File: src/pmon_pkg.sv
/*
 * constants for the live sample and status register bank: register
 * indices, field positions, key value, bus responses, fixed-point limits.
 * assumes a 32-bit register bus, byte address = index times four.
 */
`default_nettype none

package pmon_pkg;
    // ==================================================================
    // register indices
    localparam logic [7:0]  IDX_SAMPLE   = 8'h2A;
    localparam logic [7:0]  IDX_POWER    = 8'h2C;
    localparam logic [7:0]  IDX_STATUS   = 8'h2D;
    localparam logic [7:0]  IDX_KEY      = 8'h2F;
    localparam logic [7:0]  IDX_UNLOCK   = 8'h30;
    localparam logic [7:0]  IDX_MODE     = 8'h31;
    localparam logic [7:0]  IDX_IRQ_STAT = 8'h32;
    localparam logic [7:0]  IDX_IRQ_MASK = 8'h33;
    localparam int          ADDR_W       = 10;
    // ==================================================================
    // field positions
    localparam int          ST_CROSS     = 0;
    localparam int          ST_OC_LIVE   = 1;
    localparam int          ST_OC_STICKY = 2;
    localparam int          ST_OV        = 3;
    localparam int          ST_UV        = 4;
    localparam int          STATUS_W     = 5;
    localparam int          MODE_HALF    = 0;
    localparam int          MODE_TOGGLE  = 1;
    localparam int          MODE_W       = 2;
    localparam int          IRQ_W        = 4;
    localparam int          HALF_W       = 16;
    // ==================================================================
    // values
    localparam logic [31:0] KEY_OPEN     = 32'h4F70656E;
    localparam logic [1:0]  RESP_OKAY    = 2'h0;
    localparam logic [1:0]  RESP_SLVERR  = 2'h2;
    localparam logic [15:0] Q_MAX        = 16'h7FFF;
    localparam logic [15:0] Q_MIN        = 16'h8000;
    localparam int          Q_FRAC       = 15;

    // byte-lane merge of a bus write into a stored word
    function automatic logic [31:0] merge_strb(
        input logic [31:0] old_w,
        input logic [31:0] new_w,
        input logic [3:0]  strb
    );
        logic [31:0] res;
        res = old_w;
        for (int b = 0; b < 4; b++) begin
            if (strb[b]) begin
                res[b*8 +: 8] = new_w[b*8 +: 8];
            end
        end
        return res;
    endfunction
endpackage

`default_nettype wire

File: src/pmon_regs.sv
/*
 * live sample, status, key and unlock registers of the power monitor,
 * reached over an axi4-lite slave; interrupt from sticky event bits.
 * assumes samples and fault levels come from logic on the same clock.
 */
// The AXI4-Lite interface to the registers was left to the implementer.
// Functional notes
// - voltage sample shown signed q1.15 in bits 15:0 of sample word
// - current sample shown signed q1.15 in bits 31:16 of sample word
// - power is voltage times current, in bits 15:0 of power word
// - power result is signed q1.15
// - status bit 0 shows crossings whatever the pin functions
// - crossing bit follows half-period and square-wave modes
// - status bit 1 is live overcurrent, set only while present
// - status bit 2 latches overcurrent and holds after it goes
// - latched overcurrent cleared only by writing one to bit 2
// - status bit 3 is live overvoltage
// - status bit 4 is live undervoltage
// - 32-bit key register; open key value grants user access
// - unlock register bit 0: 0 locked, 1 user access granted
`timescale 1ns/1ps
`default_nettype none

module pmon_regs (
    input  wire logic        i_clk,
    input  wire logic        i_resetn,
    input  wire logic [15:0] i_volt,
    input  wire logic [15:0] i_curr,
    input  wire logic        i_sample_valid,
    input  wire logic        i_overcurrent,
    input  wire logic        i_overvoltage,
    input  wire logic        i_undervoltage,
    input  wire logic [9:0]  i_awaddr,
    input  wire logic        i_awvalid,
    output logic             o_awready,
    input  wire logic [31:0] i_wdata,
    input  wire logic [3:0]  i_wstrb,
    input  wire logic        i_wvalid,
    output logic             o_wready,
    output logic      [1:0]  o_bresp,
    output logic             o_bvalid,
    input  wire logic        i_bready,
    input  wire logic [9:0]  i_araddr,
    input  wire logic        i_arvalid,
    output logic             o_arready,
    output logic      [31:0] o_rdata,
    output logic      [1:0]  o_rresp,
    output logic             o_rvalid,
    input  wire logic        i_rready,
    output logic             o_irq
);
    logic [31:0]                   sample_r;
    logic [15:0]                   power_r;
    logic [15:0]                   prod;
    logic                          prod_valid;
    logic                          cross_flag;
    logic                          cross_event;
    logic                          oc_live_r;
    logic                          oc_sticky_r;
    logic                          ov_r;
    logic                          uv_r;
    logic [31:0]                   key_r;
    logic                          unlock_r;
    logic [pmon_pkg::MODE_W-1:0]   mode_r;
    logic [pmon_pkg::IRQ_W-1:0]    irq_stat_r;
    logic [pmon_pkg::IRQ_W-1:0]    irq_mask_r;
    logic [pmon_pkg::IRQ_W-1:0]    irq_ev;
    logic [pmon_pkg::ADDR_W-1:0]   aw_addr_r;
    logic [31:0]                   w_data_r;
    logic [3:0]                    w_strb_r;
    logic                          wr_go;
    logic [7:0]                    wr_idx;
    logic [7:0]                    rd_idx;
    logic [pmon_pkg::STATUS_W-1:0] status_w;
    logic                          sticky_clr;
    logic [31:0]                   key_nxt;
    logic [1:0]                    wr_resp;
    logic [31:0]                   rd_word;
    logic [1:0]                    rd_resp;

    // ==================================================================
    // datapath helpers
    pmon_q15_mult u_mult (
        .i_clk    (i_clk),
        .i_resetn (i_resetn),
        .i_a      (i_volt),
        .i_b      (i_curr),
        .i_valid  (i_sample_valid),
        .o_p      (prod),
        .o_valid  (prod_valid)
    );

    pmon_cross_det u_cross (
        .i_clk       (i_clk),
        .i_resetn    (i_resetn),
        .i_sample    (i_volt),
        .i_valid     (i_sample_valid),
        .i_half_en   (mode_r[pmon_pkg::MODE_HALF]),
        .i_toggle_en (mode_r[pmon_pkg::MODE_TOGGLE]),
        .o_flag      (cross_flag),
        .o_event     (cross_event)
    );

    // ==================================================================
    // live samples
    always_ff @(posedge i_clk) begin
        if (!i_resetn) begin
            sample_r <= 32'h00000000;
        end else if (i_sample_valid) begin
            sample_r[15:0]  <= i_volt;
            sample_r[31:16] <= i_curr;
        end
    end

    always_ff @(posedge i_clk) begin
        if (!i_resetn) begin
            power_r <= 16'h0000;
        end else if (prod_valid) begin
            power_r <= prod;
        end
    end

    // ==================================================================
    // write decode
    assign wr_go  = !o_awready && !o_wready && !o_bvalid;
    assign wr_idx = aw_addr_r[pmon_pkg::ADDR_W-1:2];
    assign key_nxt = pmon_pkg::merge_strb(key_r, w_data_r, w_strb_r);
    assign sticky_clr = wr_go && wr_idx == pmon_pkg::IDX_STATUS
                        && w_strb_r[0] && w_data_r[pmon_pkg::ST_OC_STICKY];

    always_comb begin
        unique case (wr_idx)
            pmon_pkg::IDX_STATUS,
            pmon_pkg::IDX_KEY,
            pmon_pkg::IDX_IRQ_STAT,
            pmon_pkg::IDX_IRQ_MASK: wr_resp = pmon_pkg::RESP_OKAY;
            pmon_pkg::IDX_MODE: begin
                wr_resp = unlock_r ? pmon_pkg::RESP_OKAY
                                   : pmon_pkg::RESP_SLVERR;
            end
            default: wr_resp = pmon_pkg::RESP_SLVERR;
        endcase
    end

    // ==================================================================
    // fault flags
    always_ff @(posedge i_clk) begin
        if (!i_resetn) begin
            oc_live_r <= 1'b0;
            ov_r      <= 1'b0;
            uv_r      <= 1'b0;
        end else begin
            oc_live_r <= i_overcurrent;
            ov_r      <= i_overvoltage;
            uv_r      <= i_undervoltage;
        end
    end

    // set wins over a clear in the same cycle
    always_ff @(posedge i_clk) begin
        if (!i_resetn) begin
            oc_sticky_r <= 1'b0;
        end else begin
            oc_sticky_r <= i_overcurrent
                           || (oc_sticky_r && !sticky_clr);
        end
    end

    assign status_w = {uv_r, ov_r, oc_sticky_r, oc_live_r, cross_flag};

    // ==================================================================
    // key, unlock and mode
    always_ff @(posedge i_clk) begin
        if (!i_resetn) begin
            key_r    <= 32'h00000000;
            unlock_r <= 1'b0;
        end else if (wr_go && wr_idx == pmon_pkg::IDX_KEY) begin
            key_r    <= key_nxt;
            unlock_r <= key_nxt == pmon_pkg::KEY_OPEN;
        end
    end

    always_ff @(posedge i_clk) begin
        if (!i_resetn) begin
            mode_r <= '0;
        end else if (wr_go && wr_idx == pmon_pkg::IDX_MODE
                     && unlock_r && w_strb_r[0]) begin
            mode_r <= w_data_r[pmon_pkg::MODE_W-1:0];
        end
    end

    // ==================================================================
    // interrupt status, mask and output
    assign irq_ev = {i_undervoltage && !uv_r, i_overvoltage && !ov_r,
                     i_overcurrent && !oc_live_r, cross_event};

    always_ff @(posedge i_clk) begin
        if (!i_resetn) begin
            irq_stat_r <= '0;
        end else if (wr_go && wr_idx == pmon_pkg::IDX_IRQ_STAT
                     && w_strb_r[0]) begin
            irq_stat_r <= irq_ev
                          | (irq_stat_r & ~w_data_r[pmon_pkg::IRQ_W-1:0]);
        end else begin
            irq_stat_r <= irq_stat_r | irq_ev;
        end
    end

    always_ff @(posedge i_clk) begin
        if (!i_resetn) begin
            irq_mask_r <= '0;
        end else if (wr_go && wr_idx == pmon_pkg::IDX_IRQ_MASK
                     && w_strb_r[0]) begin
            irq_mask_r <= w_data_r[pmon_pkg::IRQ_W-1:0];
        end
    end

    always_ff @(posedge i_clk) begin
        if (!i_resetn) begin
            o_irq <= 1'b0;
        end else begin
            o_irq <= |(irq_stat_r & irq_mask_r);
        end
    end

    // ==================================================================
    // write channels
    always_ff @(posedge i_clk) begin
        if (!i_resetn) begin
            o_awready <= 1'b1;
            o_wready  <= 1'b1;
        end else begin
            if (i_awvalid && o_awready) begin
                o_awready <= 1'b0;
            end else if (o_bvalid && i_bready) begin
                o_awready <= 1'b1;
            end
            if (i_wvalid && o_wready) begin
                o_wready <= 1'b0;
            end else if (o_bvalid && i_bready) begin
                o_wready <= 1'b1;
            end
        end
    end

    always_ff @(posedge i_clk) begin
        if (!i_resetn) begin
            aw_addr_r <= '0;
            w_data_r  <= 32'h00000000;
            w_strb_r  <= 4'h0;
        end else begin
            if (i_awvalid && o_awready) begin
                aw_addr_r <= i_awaddr;
            end
            if (i_wvalid && o_wready) begin
                w_data_r <= i_wdata;
                w_strb_r <= i_wstrb;
            end
        end
    end

    always_ff @(posedge i_clk) begin
        if (!i_resetn) begin
            o_bvalid <= 1'b0;
            o_bresp  <= pmon_pkg::RESP_OKAY;
        end else if (wr_go) begin
            o_bvalid <= 1'b1;
            o_bresp  <= wr_resp;
        end else if (o_bvalid && i_bready) begin
            o_bvalid <= 1'b0;
        end
    end

    // ==================================================================
    // read channel
    assign rd_idx = i_araddr[pmon_pkg::ADDR_W-1:2];

    always_comb begin
        rd_word = 32'h00000000;
        rd_resp = pmon_pkg::RESP_OKAY;
        unique case (rd_idx)
            pmon_pkg::IDX_SAMPLE:   rd_word = sample_r;
            pmon_pkg::IDX_POWER:    rd_word[15:0] = power_r;
            pmon_pkg::IDX_STATUS:   rd_word[pmon_pkg::STATUS_W-1:0] = status_w;
            pmon_pkg::IDX_KEY:      rd_word = key_r;
            pmon_pkg::IDX_UNLOCK:   rd_word[0] = unlock_r;
            pmon_pkg::IDX_MODE:     rd_word[pmon_pkg::MODE_W-1:0] = mode_r;
            pmon_pkg::IDX_IRQ_STAT: rd_word[pmon_pkg::IRQ_W-1:0] = irq_stat_r;
            pmon_pkg::IDX_IRQ_MASK: rd_word[pmon_pkg::IRQ_W-1:0] = irq_mask_r;
            default:                rd_resp = pmon_pkg::RESP_SLVERR;
        endcase
    end

    always_ff @(posedge i_clk) begin
        if (!i_resetn) begin
            o_arready <= 1'b1;
            o_rvalid  <= 1'b0;
            o_rdata   <= 32'h00000000;
            o_rresp   <= pmon_pkg::RESP_OKAY;
        end else if (i_arvalid && o_arready) begin
            o_arready <= 1'b0;
            o_rvalid  <= 1'b1;
            o_rdata   <= rd_word;
            o_rresp   <= rd_resp;
        end else if (o_rvalid && i_rready) begin
            o_arready <= 1'b1;
            o_rvalid  <= 1'b0;
        end
    end
endmodule // pmon_regs

`default_nettype wire

File: src/pmon_q15_mult.sv
/*
 * signed q1.15 multiplier, one registered stage.
 * assumes operands arrive with a one-cycle valid on the same clock.
 */
`timescale 1ns/1ps
`default_nettype none

module pmon_q15_mult (
    input  wire logic        i_clk,
    input  wire logic        i_resetn,
    input  wire logic [15:0] i_a,
    input  wire logic [15:0] i_b,
    input  wire logic        i_valid,
    output logic      [15:0] o_p,
    output logic             o_valid
);
    logic signed [31:0] prod;
    logic        [15:0] res;

    // ==================================================================
    // product, saturated at the one corner that overflows
    always_comb begin
        prod = $signed(i_a) * $signed(i_b);
        res  = prod[pmon_pkg::Q_FRAC +: 16];
        if (i_a == pmon_pkg::Q_MIN && i_b == pmon_pkg::Q_MIN) begin
            res = pmon_pkg::Q_MAX;
        end
    end

    always_ff @(posedge i_clk) begin
        if (!i_resetn) begin
            o_p     <= 16'h0000;
            o_valid <= 1'b0;
        end else begin
            o_valid <= i_valid;
            if (i_valid) begin
                o_p <= res;
            end
        end
    end
endmodule // pmon_q15_mult

`default_nettype wire

File: src/pmon_cross_det.sv
/*
 * zero-crossing detector on the sign of the voltage sample.
 * assumes one-cycle sample valid strobes on the same clock.
 */
`timescale 1ns/1ps
`default_nettype none

module pmon_cross_det (
    input  wire logic        i_clk,
    input  wire logic        i_resetn,
    input  wire logic [15:0] i_sample,
    input  wire logic        i_valid,
    input  wire logic        i_half_en,
    input  wire logic        i_toggle_en,
    output logic             o_flag,
    output logic             o_event
);
    logic neg_prev_r;
    logic primed_r;
    logic neg;
    logic counted;

    // ==================================================================
    // both edges in half-period mode, else rising edges only
    assign neg     = i_sample[pmon_pkg::HALF_W-1];
    assign counted = primed_r && (neg != neg_prev_r)
                     && (i_half_en || !neg);

    always_ff @(posedge i_clk) begin
        if (!i_resetn) begin
            neg_prev_r <= 1'b0;
            primed_r   <= 1'b0;
        end else if (i_valid) begin
            neg_prev_r <= neg;
            primed_r   <= 1'b1;
        end
    end

    // ==================================================================
    // square wave toggles, otherwise flag lasts one sample period
    always_ff @(posedge i_clk) begin
        if (!i_resetn) begin
            o_flag  <= 1'b0;
            o_event <= 1'b0;
        end else begin
            o_event <= i_valid && counted;
            if (i_valid) begin
                o_flag <= i_toggle_en ? (o_flag ^ counted) : counted;
            end
        end
    end
endmodule // pmon_cross_det

`default_nettype wire

File: config.mk
export PLATFORM = sky130hd
export DESIGN_NAME = pmon_regs
export DESIGN_NICKNAME = d
export VERILOG_FILES = /design/src/pmon_pkg.sv /design/src/pmon_regs.sv /design/src/pmon_q15_mult.sv /design/src/pmon_cross_det.sv
export SDC_FILE = /design/constraint.sdc
export NUM_CORES = 1
export LEC_CHECK = 0
export ABC_AREA = 0
export BUFFER_PORTS_ARGS = -buffer_cell sky130_fd_sc_hd__buf_2
export CAP_MARGIN = 15
export CORE_ASPECT_RATIO = 0.7
export CORE_MARGIN = 4
export CORE_UTILIZATION = 50
export DETAILED_ROUTE_END_ITERATION = 7
export GPL_TIMING_DRIVEN = 1
export PLACE_DENSITY = 0.71
export SETUP_SLACK_MARGIN = 0.2
export SKIP_LAST_GASP = 1
export SYNTH_ARGS = -nofsm -noshare
export SYNTH_HDL_FRONTEND = slang
export SYNTH_SLANG_ARGS = --single-unit
File: constraint.sdc
create_clock -name i_clk -period 7.43 [get_ports i_clk]
set_input_delay 0.743 -clock i_clk [delete_from_list [all_inputs] [get_ports i_clk]]
set_output_delay 0.743 -clock i_clk [all_outputs]
set_load 0.01 [all_outputs]
==> impl_results.md, run 1 <==
* Top_reg_cell synth: dfxtp_1
* Largest stage delay, worst path at 620 ps
* Dpl cells at 2453
* Bufs and invs on worst path at 6
* Worst R2R Path Depth at 8
* Total setup buffers inserted after CTS at 0
* Final Hold Fails at 0
* Root Driver: clkbuf_16
* Seq. cell area at 3980 um^2
* Peak VDD IR at 616 uV
* CP max FO at 8
* Synth top area cells: fa_1 (29%), dfxtp_1 (23%), nand2_1 (6.2%), inv_1 (6.1%), ha_1 (5.5%)
* TritonCTS Buffers at 17
* Commonest cells after routing, fill and taps aside: nand2_1 (292), inv_1 (286), fa_1 (255)
* Starting Density at 50.7%
* CTS tree: yes
* Post-DP HPWL at 34.4 mm
* Crit. path cell count at 21
* Worst-Skew Late Latency at 440 ps
* Final Non-Filler Cells at 2489
* Critical path class: in -> reg
* RSZ-0062 raised after global routing: no
* Fin Hold WS at 437 ps
* Status: finished clean
* Commonest non-fill, non-tap cell in the layout: nand2_1
* H-tree depth reported by CTS at 4
* Simple-gate share of the synthesized area at 19.2%
* Hold Path Class: reg -> reg
* All-Layer GR Usage at 24.5%
* Leak at 0.00881 uW
* Layout Nets at 2435
* Post-synth top area cell: fa_1
* Mux cell area share after synthesis at 3.87%
* Startpoint types: input pin
* Die height at 165 um
* Die area at 38300 um^2
* Final Power at 9260 uW
* Final Setup Violations at 0
* Avg Cell Area, Syn at 9.07 um^2
* Pre-CTS setup slack at 386 ps
* Slew HR at 21.5%
* Initial DRT Pass Iterations at 5
* Syn Std Cell Area at 17600 um^2
* Global route overflow at 0
* Post-route setup TNS at 0 ps
* Number of fill cells at 3093
* Slew at the pin closest to its max-slew limit at 1180 ps
* CORE AREA at 34700 um^2
* Sequential area share after synthesis at 22.7%
* Clk slew on worst S/H paths at 70 ps
* CTS Sinks at 199
* Final worst-path cycle share at 88.7%
* DIE WIDTH at 232 um
* Num ports at 141
* Cells on Worst Hold Path at 1
* Crit path DAT at 6910 ps
* Diodes inserted at 0
* Port Buffers at 134
* # resized after CTS at 0
* Top cell type's share of synthesized area at 29.0%
* Max Cap Viol at 0
* Layout cell share with drive strength beyond 1 at 10.4%
* First-pass GRT wire length at 73.7 mm
* Most Frequent Cell on Critical Path: fa_1
* Cts hold-fix bufs at 0
* Layout Skew at 6.77 ps
* Pwr Density at 479 nW/um^2
* Drt wl/cell at 18.2 um
* Final worst-path setup slack at 837 ps
* Asr flop ratio synth at 0%
* Crit-path cells: buf_2 > nand2_1 > inv_1 > fa_1 > inv_1 > fa_1 > inv_1 > fa_1 > fa_1 > fa_1 > inv_1 > fa_1 > inv_1 > ha_1 > a21o_1 > a221o_1 > a2111oi_4 > nor3_2 > o41ai_4 > a211oi_1 > a311o_1
* Slew Limit Fails at 0
* Synthesized instance count at 1938
* Area of the multi-input gates at 12100 um^2
* Yosys Warn Count at 0
* DRC Markers at 0
* CP Capture Type: flop
* Main combinational cell family by area after synthesis: adder cells
* Final min period at 6590 ps
* Largest net degree at the start of global routing at 128
* Total routed wirelength at 45.3 mm
* Post-synthesis compound-gate area fraction at 10.0%
* Crit-path slowest cell: fa_1
* Crit-path leading delay family: adder cells
* Initial antenna violation count at 0
* FF+latch count, synth at 199
* Vias in the first global route at 13850
* Synth Area in XOR/XNOR at 1.10%
* EDFF count, synth at 0
* Gp weighted congestion at 0.895
* ANT nets after route at 0
* Max clock buf depth at 2
* Post-synthesis adder-cell area fraction at 34.5%
* Maximum clock rate at 152 MHz
* Via count at 13578
* Initial DRC count at 1311
* Synth-to-layout area growth at 10.0%
* Rows at 57
* Vias per cell at 5.46
* Synth unique cells at 67
* Critical path required time at 7750 ps
path summary, 6_finish.rpt:
| check | from | to | slack (ps) |
|---|---|---|---|
| min reg2reg | u_cross.o_event | irq_stat_r[0] | 440 |
| max | i_volt[15] | u_mult.o_p[15] | 840 |
| max reg2reg | aw_addr_r[8] | key_r[14] | 5060 |
| min | u_cross.o_event | irq_stat_r[0] | 440 |
per-stage QoR:
stage	utilization, %	area [um^2]
after floorplan	-	17600
after global placement	53.6	18600
after detailed placement	53.6	18600
after CTS	55.5	19300
after global routing	55.8	19300
final	55.8	19300
Yosys cell counts, types with 2 or more instances:
library cell	n
nand2_1	292
inv_1	286
fa_1	255
dfxtp_1	199
and2_1	134
clkbuf_1	105
a21boi_0	86
ha_1	77
nor2b_1	62
mux2i_1	60
nand3_1	43
nor2_1	43
a21oi_1	39
o21ai_0	37
nor3b_1	18
a221oi_1	17
xnor2_1	16
nor4_1	15
nand2b_1	13
nor3_1	13
a222oi_1	11
nand4_1	8
o21a_1	8
a22oi_1	7
buf_1	7
and3_1	6
o211ai_1	6
xor2_1	6
mux2_2	5
nor4b_1	5
o211a_1	5
a31oi_1	4
o22ai_1	4
and3b_1	3
o31ai_1	3
a211oi_1	2
a21o_1	2
and4_1	2
and4b_1	2
buf_4	2
nor3_2	2
o21bai_1	2
or2_2	2
per-layer routing:
| metal | vias to the layer above | wire length [um] | GRT usage [%] |
|---|---|---|---|
| met5 | - | 0 | 0 |
| met4 | 0 | 932 | 6.19 |
| met3 | 66 | 3930 | 5.81 |
| met2 | 477 | 20100 | 37.5 |
| met1 | 6757 | 20300 | 35.4 |
| li1 | 6278 | - | - |
report_power, final:
part | internal (uW) | switching (uW)
combinational | 2950 | 4030
clock | 650 | 403
sequential | 1160 | 63.8
total | 4760 | 4500
cell families after synthesis:
| kind of cell | Yosys count |
|---|---|
| XOR/XNOR | 22 |
| buffers and inverters | 401 |
| flip-flops | 199 |
| AND/OR/NAND/NOR | 672 |
| adder cells (fa/ha/maj) | 332 |
| multiplexers | 66 |
| AO/OA/AOI/OAI | 245 |
| other | 1 |
registers in the layout (all words and copies together) (netlist names), 2 cells and up:
signal and count:
w_strb_r 4, power_r 16, aw_addr_r 8, sample_r 32, key_r 32, mode_r 2, u_mult.o_p 16, irq_mask_r 4
irq_stat_r 4, w_data_r 32, o_rdata 32
cell type report:
| class | count | area share (%) |
|---|---|---|
| repair buffers | 160 | 4.78 |
| inverters | 287 | 5.57 |
| well taps | 472 | 3.05 |
| multi-input cells | 1339 | 62.5 |
| flip-flops and latches | 199 | 20.6 |
| clock inverters | 12 | 1.14 |
| clock buffers | 20 | 2.36 |
Note: power is estimated with default switching activity, not from simulation.
==> run 2, diff against run 1 <==
MAX_ROUTING_LAYER = met4   (was unset)
==> run 2 against run 1 <==
  * Global-route usage grew 0.74 points
  * Power is 0.30% lower
  * Largest power group unchanged
  * Non-clock buffer count stayed put
  * Critical endpoint unchanged
  * Sequential share of layout area is the same
==> impl_results.md, run 2 (synthesized netlist as in run 1, its figures left out) <==
* Final Hold Fails at 0 (unchanged)
* R2R Path Start: aw_addr_r[8]
* Critical Path End: u_mult.o_p[15]
* Drt wl/cell at 18.3 um (+0.40%)
* Clock share of power at 11.4% (about the same)
* Final min period at 6620 ps (+27.9 ps)
* CTS Sinks at 199 (unchanged)
* Placement Cell Area at 18600 um^2 (unchanged)
* Port Buffers at 134 (unchanged)
* Clk slew on worst S/H paths at 70 ps (about the same)
* Initial DRT Pass Iterations at 7 (+2)
* Critical path required time at 7750 ps (about the same)
* Layout Nets at 2435 (unchanged)
* Net Sw Power at 4470 uW (-0.65%)
* Startpoint types: input pin
* First-pass GRT wire length at 73.7 mm (about the same)
* Final Cell Area at 19300 um^2 (unchanged)
* Seq. cell area at 3980 um^2 (unchanged)
* Layout Skew at 7.20 ps (+0.429 ps)
* Root Driver: clkbuf_16
* Slew at the pin closest to its max-slew limit at 1190 ps (+11.9 ps)
* Via count at 13726 (+1.1%)
* Final Power at 9230 uW (-0.30%)
* DRC Markers at 0 (unchanged)
* Leak at 0.00881 uW (unchanged)
* Post-route setup TNS at 0 ps (unchanged)
* Slew Limit Fails at 0 (unchanged)
* Layout cell share with drive strength beyond 1 at 10.4% (unchanged)
* Reg power frac at 13.3% (about the same)
* Global route overflow at 0 (unchanged)
* CP Capture Type: flop
* Total routed wirelength at 45.5 mm (+0.40%)
* Largest net degree at the start of global routing at 128 (unchanged)
* Sw frac at 48.4% (-0.17 points)
* ANT nets after route at 0 (unchanged)
* Die height at 165 um (unchanged)
* # resized after CTS at 0 (unchanged)
* Vias per cell at 5.51 (+1.1%)
* CP max FO at 8 (unchanged)
* Worst-Skew Late Latency at 440 ps (about the same)
* Max Cap Viol at 0 (unchanged)
* TritonCTS Buffers at 17 (unchanged)
* Cts hold-fix bufs at 0 (unchanged)
* Rows at 57 (unchanged)
* Vias in the first global route at 13836 (-0.10%)
* CTS tree: yes
* Critical path class: in -> reg
* Gate power share at 75.3% (about the same)
* Worst reg2reg path endpoint: key_r[6]
* Final Setup Violations at 0 (unchanged)
* Initial DRC count at 1350 (+3.0%)
* CP startpoint: i_volt[15]
* Post-DP HPWL at 34.4 mm (unchanged)
* Commonest cells after routing, fill and taps aside: nand2_1 (292), inv_1 (286), fa_1 (255)
* Commonest non-fill, non-tap cell in the layout: nand2_1
* Maximum clock rate at 151 MHz (-0.42%)
* Crit path DAT at 6940 ps (+30 ps)
* Area of the multi-input gates at 12100 um^2 (unchanged)
* Hold Path Class: reg -> reg
* Slew HR at 20.7% (-0.79 points)
* All-Layer GR Usage at 25.3% (+0.74 points)
* Num ports at 141 (unchanged)
* Initial antenna violation count at 0 (unchanged)
* Internal cell power at 4760 uW (about the same)
* Die area at 38300 um^2 (unchanged)
* Diodes inserted at 0 (unchanged)
* Pwr Density at 477 nW/um^2 (-0.30%)
* Status: finished clean
* Total setup buffers inserted after CTS at 0 (unchanged)
* RSZ-0062 raised after global routing: no
* Peak VDD IR at 616 uV (about the same)
* DIE WIDTH at 232 um (unchanged)
* Final worst-path cycle share at 89.1% (+0.38 points)
* CORE AREA at 34700 um^2 (unchanged)
* Gp weighted congestion at 0.910 (+1.7%)
* H-tree depth reported by CTS at 4 (unchanged)
* Number of fill cells at 3093 (unchanged)
* Worst R2R Path Depth at 8 (unchanged)
* Max clock buf depth at 2 (unchanged)
* Starting Density at 50.7% (unchanged)
* Worst reg2reg setup slack at 5070 ps (about the same)
* Synth-to-layout area growth at 10.0% (unchanged)
* Final Core Density at 55.8% (unchanged)
[run 2: cell counts in the layout (fill, tap and decap cells not counted)]
Identical to the previous run, type by type.
[run 2: worst min-delay path by stage]
stage,start,to,cells after the start
after floorplan,u_cross.o_event,irq_stat_r[0],1
after global placement,u_cross.o_event,irq_stat_r[0],1
after detailed placement,u_cross.o_event,irq_stat_r[0],1
after CTS,u_cross.o_event,irq_stat_r[0],1
after global routing,u_cross.o_event,irq_stat_r[0],1
final,u_cross.o_event,irq_stat_r[0],1
[run 2: routing by layer]
layer,wire (um),part of all wire (%),vias to the layer above,global-route usage (%)
met1,20500,45,6835,35.4
met2,20200,44,542,37.4
met3,3860,8.5,67,5.98
met4,941,2.1,0,6.03
li1,-,-,6282,-
met5,0,0,-,-
[run 2: worst max-delay path: stages]
cell and delay, ps:
buf_2 170, nand2_1 140, inv_1 110, fa_1 620
inv_1 80, fa_1 480, inv_1 360, fa_1 530
fa_1 500, fa_1 490, inv_1 50, fa_1 470
inv_1 40, ha_1 330, a21o_1 210, a221o_1 350
a2111oi_4 370, nor3_2 120, o41ai_4 330, a211oi_1 120
a311o_1 320
[run 2: per-stage QoR]
stage | hold WS (ps) | instances | worst slack (ps)
floorplan | 418 | 1939 | 490
global placement | 428 | 2453 | 477
global route | 462 | 2489 | 529
detailed placement | 428 | 2453 | 386
finish | 436 | 2489 | 809
CTS | 437 | 2485 | 829
[run 2: power groups by stage]
stage | clock network (uW) | logic [uW] | registers [uW]
2_1_floorplan | 0 | 5110 | 1220
3_3_place_gp | 0 | 6650 | 1250
3_5_place_dp | 0 | 6800 | 1250
4_1_cts | 1070 | 6880 | 1220
5_1_grt | 1110 | 7820 | 1240
6_report | 1050 | 6950 | 1230
[run 2: final cells by class]
class / count / area share [%]
multi-input cells: 1339 / 62.5
flip-flops and latches: 199 / 20.6
inverters: 287 / 5.57
repair buffers: 160 / 4.78
well taps: 472 / 3.05
clock buffers: 20 / 2.36
clock inverters: 12 / 1.14
